==> src/design/msc_pkg.sv <==
package msc_pkg;

  // Register offsets on the software port
  localparam logic [7:0] MSC_OFS_MODE_CONTROL   = 8'h00;
  localparam logic [7:0] MSC_OFS_SYSTEM_CONTROL = 8'h01;

  // Mode control field positions
  localparam int MSC_MC_EXTENDED_MODE_ENABLE_BIT = 7;
  localparam int MSC_MC_RSV_HI   = 6;
  localparam int MSC_MC_RSV_LO   = 3;
  localparam int MSC_MC_PIN2_BIT = 2;

  // System control field positions
  localparam int MSC_SC_RSV7_BIT  = 7;
  localparam int MSC_SC_STROBE_FUNCTION_SELECT_BIT  = 6;
  localparam int MSC_SC_IRQ_CTRL_MODE_HI_BIT = 5;
  localparam int MSC_SC_IRQ_CTRL_MODE_LO_BIT = 4;
  localparam int MSC_SC_RESET_SOURCE_FLAG_BIT  = 3;
  localparam int MSC_SC_NONMASKABLE_EDGE_SELECT_BIT = 2;
  localparam int MSC_SC_RSV1_BIT  = 1;
  localparam int MSC_SC_ONCHIP_RAM_ENABLE_BIT  = 0;

  // Reset values
  localparam logic MSC_RST_EXTENDED_MODE_ENABLE  = 1'b0;
  localparam logic MSC_RST_STROBE_FUNCTION_SELECT  = 1'b0;
  localparam logic MSC_RST_IRQ_CTRL_MODE_LO = 1'b0;
  localparam logic MSC_RST_NONMASKABLE_EDGE_SELECT = 1'b0;
  localparam logic MSC_RST_RSV1  = 1'b0;
  localparam logic MSC_RST_ONCHIP_RAM_ENABLE  = 1'b1;

  // Mode pin codes
  localparam logic [2:0] MSC_PINS_MODE1 = 3'h1;
  localparam logic [2:0] MSC_PINS_MODE2 = 3'h2;
  localparam logic [2:0] MSC_PINS_MODE3 = 3'h3;

  // I/O strobe address window, low 16 bits of the address
  localparam logic [15:0] MSC_IOS_LO = 16'hf000;
  localparam logic [15:0] MSC_IOS_HI = 16'hf7ff;

  // Decoded operating mode
  typedef enum logic [1:0] {
    MSC_MODE_OTHER,
    MSC_MODE_1,
    MSC_MODE_2,
    MSC_MODE_3
  } msc_opmode_t;

endpackage

==> src/design/msc_regs.sv <==
`timescale 1ns/1ps
module msc_regs
  import msc_pkg::*;
#(
  parameter int  BUS_ADDR_W = 24,
  parameter bit  HAS_PIN2   = 1'b1
) (
  input  wire logic                  sys_clk,
  input  wire logic                  rst,
  input  wire logic                  wdt_overflow,
  input  wire logic [7:0]            reg_addr,
  input  wire logic [7:0]            reg_wdata,
  input  wire logic                  reg_wr,
  input  wire logic                  reg_rd,
  output logic      [7:0]            reg_rdata,
  input  wire logic                  mode_select_pin_2,
  input  wire logic                  mode_select_pin_1,
  input  wire logic                  mode_select_pin_0,
  input  wire logic                  ext_access,
  input  wire logic [BUS_ADDR_W-1:0] ext_addr,
  input  wire logic                  nmi_in,
  output logic                       nmi_request,
  output logic                       shared_strobe_pin_n,
  output logic                       shared_strobe_pin_oe,
  output logic                       extended_mode_enable,
  output logic [1:0]                 irq_ctrl_mode,
  output logic                       onchip_ram_enable,
  output logic                       reset_source_flag,
  output logic [2:0]                 mode_pin_status
);

  // Refuse widths the strobe decode cannot serve
  if (BUS_ADDR_W < 16) begin : g_chk
    $error("msc_regs: BUS_ADDR_W must be at least 16");
  end

  // Register map seen by software
  //
  // mode_control, offset MSC_OFS_MODE_CONTROL
  //   bit 7    extended_mode_enable
  //            mode 1: held at one, writes dropped
  //            modes 2 and 3: zero single-chip, one extended
  //            other pin codes: value kept, writes dropped
  //   bits 6-3 reserved, read zero, writes dropped
  //   bits 2-0 mode pin status, read-only
  //            read value shows the pins in the read cycle
  //            the status latch takes the pins again at every read
  //            and follows the pins again after a reset
  //
  // system_control, offset MSC_OFS_SYSTEM_CONTROL
  //   bit 7    reserved, reads zero
  //   bit 6    strobe_function_select, used in extended mode
  //            zero: address strobe on every external access
  //            one: I/O strobe for the f000-f7ff window only
  //   bit 5    irq_ctrl_mode_hi, reads zero, writes dropped
  //   bit 4    irq_ctrl_mode_lo, software writable
  //   bit 3    reset_source_flag, read-only
  //            one after the reset pin, zero after watchdog
  //   bit 2    nonmaskable_edge_select
  //            zero: falling edge, one: rising edge
  //   bit 1    reserved, stored and read back
  //   bit 0    onchip_ram_enable, one after reset
  //
  // Unmapped offsets: writes dropped, reads return zero
  //
  // Timing
  //   Writes take effect on the edge that samples the strobe.
  //   Read data stand for exactly the cycle after the strobe
  //   and are zero in every other cycle, so the host may
  //   sample them without a separate valid flag.
  //   Strobe and request outputs lag their inputs by one cycle
  //   because every output comes from a flip-flop.
  //   The strobe output enable follows the extended enable
  //   one cycle late, so the pin is released cleanly.
  //
  // Hazards
  //   A watchdog overflow held high keeps the block in reset.
  //   When the reset pin and the watchdog fire together the
  //   pin wins and the reset source reads one.
  //   Mode pins should not move during operation; a change
  //   re-decodes the mode at once.
  //   Interrupt mode codes 10 and 11 cannot be reached, since
  //   the upper mode bit is not stored at all.
  //   The edge detector assumes a high NMI line after reset,
  //   so a line held low through reset raises a falling-edge request in the first cycle after reset.
  //   Software should leave reserved bits at their reset value.

  // Decode the three mode pins into an operating mode
  function automatic msc_opmode_t msc_decode(input logic [2:0] pins);
    msc_opmode_t m;
    m = MSC_MODE_OTHER;
    if (pins == MSC_PINS_MODE1) begin
      m = MSC_MODE_1;
    end else if (pins == MSC_PINS_MODE2) begin
      m = MSC_MODE_2;
    end else if (pins == MSC_PINS_MODE3) begin
      m = MSC_MODE_3;
    end
    return m;
  endfunction

  // Address falls inside the I/O strobe window
  function automatic logic msc_in_ios(input logic [15:0] a);
    return (a >= MSC_IOS_LO) && (a <= MSC_IOS_HI);
  endfunction

  // Pin levels with the missing highest pin forced low
  logic [2:0]  pins_now;
  msc_opmode_t mode_now;
  logic        blk_rst;
  logic        wr_mc;
  logic        wr_sc;
  logic        rd_mc;
  logic        rd_sc;

  assign pins_now = {mode_select_pin_2 & HAS_PIN2,
                     mode_select_pin_1,
                     mode_select_pin_0};
  assign mode_now = msc_decode(pins_now);

  // Watchdog overflow resets the block like the external pin
  assign blk_rst  = rst | wdt_overflow;

  // Address decode of the two registers
  assign wr_mc = reg_wr && (reg_addr == MSC_OFS_MODE_CONTROL);
  assign wr_sc = reg_wr && (reg_addr == MSC_OFS_SYSTEM_CONTROL);
  assign rd_mc = reg_rd && (reg_addr == MSC_OFS_MODE_CONTROL);
  assign rd_sc = reg_rd && (reg_addr == MSC_OFS_SYSTEM_CONTROL);

  // Register state
  logic       extended_mode_enable_reg;
  logic       extended_mode_enable_next;
  logic       strobe_function_select_reg;
  logic       irq_ctrl_mode_lo_reg;
  logic       nonmaskable_edge_select_reg;
  logic       rsv1_reg;
  logic       onchip_ram_enable_reg;
  logic       reset_source_flag_reg;
  logic       latched_reg;
  logic [2:0] status_reg;
  logic [7:0] rdata_reg;
  logic [7:0] rdata_next;
  logic       nmi_prev_reg;
  logic       nmi_req_reg;
  logic       nmi_req_next;
  logic       strobe_n_reg;
  logic       strobe_n_next;
  logic       strobe_oe_reg;

  // Extended-mode enable next value
  always_comb begin
    extended_mode_enable_next = extended_mode_enable_reg;
    if (mode_now == MSC_MODE_1) begin
      extended_mode_enable_next = 1'b1;
    end else if (wr_mc && (mode_now == MSC_MODE_2 ||
                           mode_now == MSC_MODE_3)) begin
      extended_mode_enable_next = reg_wdata[MSC_MC_EXTENDED_MODE_ENABLE_BIT];
    end
  end

  // Extended-mode enable bit; mode 1 holds it at one
  always_ff @(posedge sys_clk) begin
    if (blk_rst) begin
      extended_mode_enable_reg <= (mode_now == MSC_MODE_1) ? 1'b1 : MSC_RST_EXTENDED_MODE_ENABLE;
    end else begin
      extended_mode_enable_reg <= extended_mode_enable_next;
    end
  end

  // Status latch flag: set by a read, released by reset
  always_ff @(posedge sys_clk) begin
    if (blk_rst) begin
      latched_reg <= 1'b0;
    end else if (rd_mc) begin
      latched_reg <= 1'b1;
    end
  end

  // Mode pin status: follows pins until a read latches them
  always_ff @(posedge sys_clk) begin
    if (blk_rst) begin
      status_reg <= pins_now;
    end else if (rd_mc || !latched_reg) begin
      status_reg <= pins_now;
    end
  end

  // Strobe function select
  always_ff @(posedge sys_clk) begin
    if (blk_rst) begin
      strobe_function_select_reg <= MSC_RST_STROBE_FUNCTION_SELECT;
    end else if (wr_sc) begin
      strobe_function_select_reg <= reg_wdata[MSC_SC_STROBE_FUNCTION_SELECT_BIT];
    end
  end

  // Lower interrupt control mode bit
  always_ff @(posedge sys_clk) begin
    if (blk_rst) begin
      irq_ctrl_mode_lo_reg <= MSC_RST_IRQ_CTRL_MODE_LO;
    end else if (wr_sc) begin
      irq_ctrl_mode_lo_reg <= reg_wdata[MSC_SC_IRQ_CTRL_MODE_LO_BIT];
    end
  end

  // NMI edge select
  always_ff @(posedge sys_clk) begin
    if (blk_rst) begin
      nonmaskable_edge_select_reg <= MSC_RST_NONMASKABLE_EDGE_SELECT;
    end else if (wr_sc) begin
      nonmaskable_edge_select_reg <= reg_wdata[MSC_SC_NONMASKABLE_EDGE_SELECT_BIT];
    end
  end

  // Reserved bit one, stored and read back
  always_ff @(posedge sys_clk) begin
    if (blk_rst) begin
      rsv1_reg <= MSC_RST_RSV1;
    end else if (wr_sc) begin
      rsv1_reg <= reg_wdata[MSC_SC_RSV1_BIT];
    end
  end

  // On-chip RAM enable
  always_ff @(posedge sys_clk) begin
    if (blk_rst) begin
      onchip_ram_enable_reg <= MSC_RST_ONCHIP_RAM_ENABLE;
    end else if (wr_sc) begin
      onchip_ram_enable_reg <= reg_wdata[MSC_SC_ONCHIP_RAM_ENABLE_BIT];
    end
  end

  // Reset source: set by the reset pin, cleared by watchdog, held in between
  always_ff @(posedge sys_clk) begin
    if (rst) begin
      reset_source_flag_reg <= 1'b1;
    end else if (wdt_overflow) begin
      reset_source_flag_reg <= 1'b0;
    end
  end

  // Read data mux; reserved bits other than system_control bit 1, and unmapped offsets, read zero
  always_comb begin
    rdata_next = 8'h00;
    if (rd_mc) begin
      rdata_next[MSC_MC_EXTENDED_MODE_ENABLE_BIT] = extended_mode_enable_reg;
      rdata_next[MSC_MC_RSV_HI:MSC_MC_RSV_LO] = 4'h0;
      rdata_next[MSC_MC_PIN2_BIT:0] = pins_now;
    end else if (rd_sc) begin
      rdata_next[MSC_SC_RSV7_BIT]  = 1'b0;
      rdata_next[MSC_SC_STROBE_FUNCTION_SELECT_BIT]  = strobe_function_select_reg;
      rdata_next[MSC_SC_IRQ_CTRL_MODE_HI_BIT] = 1'b0;
      rdata_next[MSC_SC_IRQ_CTRL_MODE_LO_BIT] = irq_ctrl_mode_lo_reg;
      rdata_next[MSC_SC_RESET_SOURCE_FLAG_BIT]  = reset_source_flag_reg;
      rdata_next[MSC_SC_NONMASKABLE_EDGE_SELECT_BIT] = nonmaskable_edge_select_reg;
      rdata_next[MSC_SC_RSV1_BIT]  = rsv1_reg;
      rdata_next[MSC_SC_ONCHIP_RAM_ENABLE_BIT]  = onchip_ram_enable_reg;
    end
  end

  // Read data register, valid the cycle after the strobe
  always_ff @(posedge sys_clk) begin
    if (blk_rst) begin
      rdata_reg <= 8'h00;
    end else begin
      rdata_reg <= rdata_next;
    end
  end

  // NMI edge request selection
  always_comb begin
    if (nonmaskable_edge_select_reg) begin
      nmi_req_next = nmi_in & ~nmi_prev_reg;
    end else begin
      nmi_req_next = ~nmi_in & nmi_prev_reg;
    end
  end

  // Previous NMI level; idle high after reset
  always_ff @(posedge sys_clk) begin
    if (blk_rst) begin
      nmi_prev_reg <= 1'b1;
    end else begin
      nmi_prev_reg <= nmi_in;
    end
  end

  // One-cycle NMI request pulse
  always_ff @(posedge sys_clk) begin
    if (blk_rst) begin
      nmi_req_reg <= 1'b0;
    end else begin
      nmi_req_reg <= nmi_req_next;
    end
  end

  // Shared strobe: address strobe or windowed I/O strobe
  always_comb begin
    strobe_n_next = 1'b1;
    if (extended_mode_enable_reg && ext_access) begin
      if (!strobe_function_select_reg) begin
        strobe_n_next = 1'b0;
      end else if (msc_in_ios(ext_addr[15:0])) begin
        strobe_n_next = 1'b0;
      end
    end
  end

  // Strobe pin level, idle high
  always_ff @(posedge sys_clk) begin
    if (blk_rst) begin
      strobe_n_reg <= 1'b1;
    end else begin
      strobe_n_reg <= strobe_n_next;
    end
  end

  // Strobe pin enable; pin driven only in extended mode
  always_ff @(posedge sys_clk) begin
    if (blk_rst) begin
      strobe_oe_reg <= 1'b0;
    end else begin
      strobe_oe_reg <= extended_mode_enable_reg;
    end
  end

  // Outputs straight from flip-flops
  assign reg_rdata            = rdata_reg;
  assign nmi_request          = nmi_req_reg;
  assign shared_strobe_pin_n  = strobe_n_reg;
  assign shared_strobe_pin_oe = strobe_oe_reg;
  assign extended_mode_enable = extended_mode_enable_reg;
  assign irq_ctrl_mode        = {1'b0, irq_ctrl_mode_lo_reg};
  assign onchip_ram_enable    = onchip_ram_enable_reg;
  assign reset_source_flag    = reset_source_flag_reg;
  assign mode_pin_status      = status_reg;

endmodule

==> config.mk <==
export PLATFORM = sky130hd
export DESIGN_NAME = msc_regs
export DESIGN_NICKNAME = d
export VERILOG_FILES = /design/src/design/msc_pkg.sv /design/src/design/msc_regs.sv
export SDC_FILE = /design/constraint.sdc
export NUM_CORES = 1
export LEC_CHECK = 0
export BUFFER_PORTS_ARGS = -buffer_cell sky130_fd_sc_hd__buf_2
export CAP_MARGIN = 20
export CORE_UTILIZATION = 41
export CTS_BUF_LIST = sky130_fd_sc_hd__clkbuf_16
export DETAILED_ROUTE_END_ITERATION = 6
export PLACE_DENSITY = 0.9
export SLEW_MARGIN = 20
export SYNTH_ARGS = -nofsm -noshare
export SYNTH_HDL_FRONTEND = slang
export SYNTH_SLANG_ARGS = --single-unit
==> constraint.sdc <==
create_clock -name sys_clk -period 5.2 [get_ports sys_clk]
set_input_delay 0.78 -clock sys_clk [delete_from_list [all_inputs] [get_ports sys_clk]]
set_output_delay 0.78 -clock sys_clk [all_outputs]
set_load 0.005 [all_outputs]
==> results of run 1 <==
-- Yosys cell counts, drive strengths merged (3+ instances only) --
cell and instances:
nor2 5, nand4 6, o31ai 4, dfxtp 18
nand2 5, buf 4, edfxtp 4, and3 3
a21oi 6, clkbuf 3, mux2i 3, or3 3
-- metal layers --
metal	up-vias	wire, um	GRT usage (%)
li1	395	-	-
met1	347	745	18.71
met2	43	780	28.80
met3	5	129	2.222
met4	0	54	11.67
met5	-	0	0
-- worst paths after layout --
check                         startpoint                    to  slack (ns)  cells after the start
max                          reg_addr[4]  extended_mode_enable        3.01                      4
min                          latched_reg           latched_reg        0.47                      2
max reg2reg  nonmaskable_edge_select_reg           nmi_request        4.19                      2
min reg2reg                  latched_reg           latched_reg        0.47                      2
-- report_power, final --
group	switching [uW]	internal, uW	total, uW
clock network	54.2	102	157
registers	1.14	178	179
logic	14.8	14.3	29.1
total	70.1	294	364
-- cell families after synthesis --
group / Yosys count / synth area share, %
compound gates: 15 / 11.46
buf+inv: 9 / 5.300
other cells: 1 / 0.4294
flops: 22 / 55.02
mux: 3 / 3.439
simple gates: 36 / 24.36
-- worst reg2reg max path, delay by kind of cell, from the launching register on --
| kind | cells | cell delay [ns] |
|---|---|---|
| DFF | 1 | 0.34 |
| and+or+nand+nor | 1 | 0.47 |
| AOI/OAI and AO/OA | 1 | 0.14 |
-- per-stage QoR --
step	cell area, um2	instances	setup slack [ns]	power [uW]	hold slack [ns]
after floorplan	877.1	87	2.885	195.0	0.4258
after global placement	1097	152	2.748	210.4	0.4338
after detailed placement	1097	152	2.748	211.3	0.4393
after CTS	1176	156	3.014	366.2	0.4595
after global routing	1176	156	2.937	380.5	0.4707
final	1176	156	3.009	364.3	0.4682
-- final cells by class --
type / instances / area [um2] / share of cell area [%]
Tap cell: 27 / 33.78 / 2.872
Clock buffer: 3 / 75.07 / 6.383
Inverter: 2 / 7.507 / 0.6383
Clock inverter: 1 / 3.754 / 0.3191
Timing Repair Buffer: 45 / 225.2 / 19.15
Sequential cell: 22 / 480.5 / 40.85
Multi-Input combinational cell: 56 / 350.3 / 29.79
==> results.rst, run 1 <==
.. list-table::
   :header-rows: 1

   * - Metric
     - Value
   * - First-pass GRT wire length
     - 2587 um
   * - Initial antenna violation count
     - 0
   * - Share of the clock period used by the worst path after layout
     - 42.14%
   * - Category of the most critical setup path
     - primary input to flop
   * - Final critical path time including I/O delays and setup
     - 2.191 ns
   * - Number of buffers added by the clock tree synthesis step
     - 3
   * - Die Wd
     - 48.15 um
   * - Final weighted congestion in routability-driven placement
     - 0.7991
   * - Path type of the worst min-delay path
     - flop to flop
   * - Count of buffer and inverter cells on the critical path
     - 1
   * - Worst path required time
     - 5.14 ns
   * - Iteration count of the initial detailed-routing pass
     - 4
   * - Final-layout fill cell count
     - 178
   * - Global-route total usage across every layer
     - 16.64%
   * - Post-synth top area share
     - 41.26%
   * - Largest cells by area after synthesis
     - sky130_fd_sc_hd__dfxtp_1 41%, sky130_fd_sc_hd__edfxtp_1 14%, sky130_fd_sc_hd__nand4_1 4.3%
   * - GRT Residual Overflow
     - 0
   * - Slowest-stage cell, CP
     - sky130_fd_sc_hd__or4_1
   * - Max FFs per register
     - 7
   * - H-tree lvl count
     - 1
   * - Setup Viol. Count Final
     - 0
   * - Core Footprint
     - 1982 um2
   * - Via count
     - 790
   * - Number of global-route vias before repair
     - 652
   * - Clock-pin transition on the worst setup and hold timing paths
     - 0.05 ns
   * - DP HPWL
     - 1371 um
   * - Growth of design area from synthesis to finish
     - 34.67%
   * - Power density of the placed cells
     - 309.7 nW/um2
   * - Final sum of negative setup slack
     - 0 ns
   * - PortBufs
     - 45
   * - Leading cell type in the layout, fill and taps excluded
     - sky130_fd_sc_hd__buf_2
   * - Number of setup buffers added after CTS
     - 0
   * - Skew-Pair Late Insertion Delay
     - 0.25 ns
   * - Number of violations of the max-capacitance limit
     - 0
   * - Number of clock sinks
     - 22
   * - Diode insertion count for antenna repair
     - 0
   * - Maximum fanout encountered on the critical timing path
     - 6
   * - Row cnt
     - 16
   * - Worst Clk Skew
     - 0.001138 ns
   * - Leakage power
     - 0.0005266 uW
   * - Boundary Pins
     - 69
   * - Number of design-rule violations left by the first detailed-router iteration
     - 10
   * - Number of synthesized register bits
     - 22
   * - Stage delay of the slowest cell on the critical path
     - 0.62 ns
   * - CTS max path bufs
     - 2
   * - Final Max Tran Viols
     - 0
   * - Remaining max-slew budget at the tightest pin
     - 48.17%
   * - Antenna violation net count after detailed routing
     - 0
   * - # hold bufs at CTS
     - 0
   * - Actual transition at the worst max-transition pin
     - 0.7716 ns
   * - Share of async-settable or async-resettable flops after synthesis
     - 0%
   * - Peak supply drop
     - 0.2108 mV
   * - Commonest non-fill, non-tap cells in the layout
     - 45 x sky130_fd_sc_hd__buf_2, 18 x sky130_fd_sc_hd__dfxtp_1, 6 x sky130_fd_sc_hd__nand4_1, 6 x sky130_fd_sc_hd__a21oi_1
   * - Avg Synthesized Cell Area
     - 10.16 um2
   * - Hold Fails Final Rpt
     - 0
   * - Setup repair after global routing missed its margin
     - no
   * - Net total in the final layout
     - 180
   * - Signal arrival time at the worst endpoint
     - 2.13 ns
   * - Cell type with the highest aggregate area in the netlist
     - sky130_fd_sc_hd__dfxtp_1
   * - Number of instances in the synthesized netlist
     - 86
   * - Detail-routed net length per standard cell
     - 10.96 um
   * - Maximum achievable frequency
     - 0.4564 GHz
   * - Largest net degree at the start of global routing
     - 13
   * - Outcome
     - finished, final reports clean
   * - Clock root buffer
     - sky130_fd_sc_hd__clkbuf_16
   * - Via density per instance
     - 5.064
   * - Crit end category
     - flop
   * - Initial Utilization
     - 44.07%
   * - Util after Layout
     - 59.34%
   * - Synth unique cells
     - 31
   * - Post-synth EDFFs
     - 4
   * - Die ar.
     - 2318 um2
   * - Main synth FF type
     - sky130_fd_sc_hd__dfxtp_1
   * - TritonCTS clock tree
     - done
   * - Die Y
     - 48.15 um
   * - Seq/Total Area, Yosys
     - 55.01%
   * - Cell Chain, Critical Path
     - buf_2 > or4_1 > or3_1 > o311ai_2
   * - Quantity of gates resized following cts
     - 0
   * - Final wirelength
     - 1710 um
   * - Proportion of layout cells with a drive suffix above 1
     - 40.31%
   * - Mapped Area
     - 873.3 um2
   * - Dominant delay contributor by cell family on the critical path
     - simple AND/OR/NAND/NOR gates
   * - Yosys warnings
     - 0
   * - Kind of launch point of the worst setup path
     - primary input
   * - DRC violation count after routing
     - 0
(Power assumes the default switching activity.)
==> run 2: changes to the inputs <==
Settings changed: CORE_UTILIZATION 41 to 38, PLACE_DENSITY 0.9 to 0.85.
Clock period 5.2 ns to 2.1 ns, I/O delays scaled along.
==> results.rst, run 2 (synthesized netlist as in run 1, its figures left out) <==
.. list-table::
   :header-rows: 1

   * - Metric
     - Value
   * - Outcome
     - finished, final reports clean
   * - Via count
     - 829
   * - Core Footprint
     - 2062 um2
   * - Leading cell type in the layout, fill and taps excluded
     - sky130_fd_sc_hd__buf_2
   * - # hold bufs at CTS
     - 0
   * - Share of the clock period used by the worst path after layout
     - 77.77%
   * - Worst Clk Skew
     - 0.004148 ns
   * - Crit end category
     - flop
   * - Clock root buffer
     - sky130_fd_sc_hd__clkbuf_16
   * - Min-Delay Startpoint
     - ext_access
   * - Final wirelength
     - 2048 um
   * - Net total in the final layout
     - 183
   * - Diode insertion count for antenna repair
     - 0
   * - DRC violation count after routing
     - 0
   * - CTS max path bufs
     - 2
   * - Number of design-rule violations left by the first detailed-router iteration
     - 20
   * - Setup repair after global routing missed its margin
     - no
   * - Remaining max-slew budget at the tightest pin
     - 66.04%
   * - Antenna violation net count after detailed routing
     - 0
   * - Clock-pin transition on the worst setup and hold timing paths
     - 0.06 ns
   * - Initial antenna violation count
     - 0
   * - Final weighted congestion in routability-driven placement
     - 0.7394
   * - Worst Hold Path Cells
     - 2
   * - TritonCTS clock tree
     - done
   * - Final Max Tran Viols
     - 0
   * - Global-route total usage across every layer
     - 18.94%
   * - Hold Fails Final Rpt
     - 0
   * - Path type of the worst min-delay path
     - primary input to flop
   * - GRT Residual Overflow
     - 0
   * - Detail-routed net length per standard cell
     - 12.88 um
   * - Number of global-route vias before repair
     - 763
   * - First-pass GRT wire length
     - 3491 um
   * - Die Wd
     - 49.94 um
   * - H-tree lvl count
     - 1
   * - Peak supply drop
     - 0.4261 mV
   * - Category of the most critical setup path
     - primary input to flop
   * - Count of placed standard cells in the final layout, fillers left out
     - 159
   * - Largest net degree at the start of global routing
     - 13
   * - DP HPWL
     - 1606 um
   * - Die ar.
     - 2494 um2
   * - Growth of design area from synthesis to finish
     - 37.25%
   * - Number of cells on the worst reg-to-reg path
     - 2
   * - Boundary Pins
     - 69
   * - Hold endpoint
     - shared_strobe_pin_n
   * - Reg2reg start
     - nonmaskable_edge_select_reg
   * - Kind of launch point of the worst setup path
     - primary input
   * - Post-route total power
     - 911.3 uW
   * - Via density per instance
     - 5.214
   * - Actual transition at the worst max-transition pin
     - 0.5075 ns
   * - Skew-Pair Late Insertion Delay
     - 0.25 ns
   * - Number of violations of the max-capacitance limit
     - 0
   * - Post-Route Hold Slack
     - 0.2507 ns
   * - Final critical path time including I/O delays and setup
     - 1.633 ns
   * - Number of clock sinks
     - 22
   * - Leakage power
     - 0.0005415 uW
   * - Die Y
     - 49.94 um
   * - Register-to-Register Setup Slack
     - 1.10 ns
   * - Maximum fanout encountered on the critical timing path
     - 2
   * - Util after Layout
     - 58.13%
   * - Total placed cells including tap cells
     - 155
   * - Row cnt
     - 16
   * - Power density of the placed cells
     - 760.2 nW/um2
   * - Worst R2R End
     - nmi_request
   * - Iteration count of the initial detailed-routing pass
     - 4
   * - PortBufs
     - 45
   * - Signal arrival time at the worst endpoint
     - 1.58 ns
   * - Setup Viol. Count Final
     - 0
   * - Number of setup buffers added after CTS
     - 0
   * - Max FFs per register
     - 7
   * - Proportion of layout cells with a drive suffix above 1
     - 41.67%
   * - Quantity of gates resized following cts
     - 0
   * - Number of buffers added by the clock tree synthesis step
     - 3
   * - Commonest non-fill, non-tap cells in the layout
     - 45 x sky130_fd_sc_hd__buf_2, 18 x sky130_fd_sc_hd__dfxtp_1, 6 x sky130_fd_sc_hd__nand4_1, 6 x sky130_fd_sc_hd__a21oi_1
   * - Final sum of negative setup slack
     - 0 ns
   * - Initial Utilization
     - 42.35%
   * - Maximum achievable frequency
     - 0.6123 GHz
   * - Worst path required time
     - 2.05 ns
run 2: changes by cell type in the layout (fill, tap and decap cells not counted), sizes merged:
cell / previous run / this run
buf: 45 / 48
run 2: cell type report:
cell class                      instances  area, um2
Clock inverter                          1      3.754
Multi-Input combinational cell         56      350.3
Timing Repair Buffer                   48      247.7
Tap cell                               27      33.78
Clock buffer                            3      75.07
Sequential cell                        22      480.5
Inverter                                2      7.507
Fill cell                             177      863.3
run 2: per-layer routing:
layer | GRT usage [%] | up-vias | part of all wire [%]
met3 | 4.630 | 11 | 8.5
met1 | 21.44 | 361 | 36
met4 | 12.86 | 0 | 4.4
li1 | - | 407 | -
met2 | 31.08 | 50 | 51
met5 | 0 | - | 0
run 2: critical path, cell delays in order:
cell and delay, ns:
sky130_fd_sc_hd__buf_2 0.11, sky130_fd_sc_hd__or4_1 0.54, sky130_fd_sc_hd__or3_1 0.35, sky130_fd_sc_hd__o311ai_2 0.27
run 2: worst max-delay path by stage:
stage                      from                    to  slack, ns  cells past startpoint
CTS                 reg_addr[4]  extended_mode_enable       0.46                      4
floorplan           reg_addr[4]  extended_mode_enable       0.25                      4
finish              reg_addr[4]  extended_mode_enable       0.47                      4
detailed placement  reg_addr[4]  extended_mode_enable       0.20                      4
global placement    reg_addr[4]  extended_mode_enable       0.21                      4
global route        reg_addr[4]  extended_mode_enable       0.39                      4
run 2: metrics by stage:
step	setup WS, ns	area [um2]
6_report	0.4668	1199
3_5_place_dp	0.1953	1120
5_1_grt	0.3943	1199
3_3_place_gp	0.2057	1120
4_1_cts	0.4629	1199
2_1_floorplan	0.2502	877.1
run 2: where the power goes:
part	switching, uW	total, uW	internal [uW]
sequential	3.10	443	440
clock	138	392	254
combinational	39.0	76.5	37.5
total	181	911	731
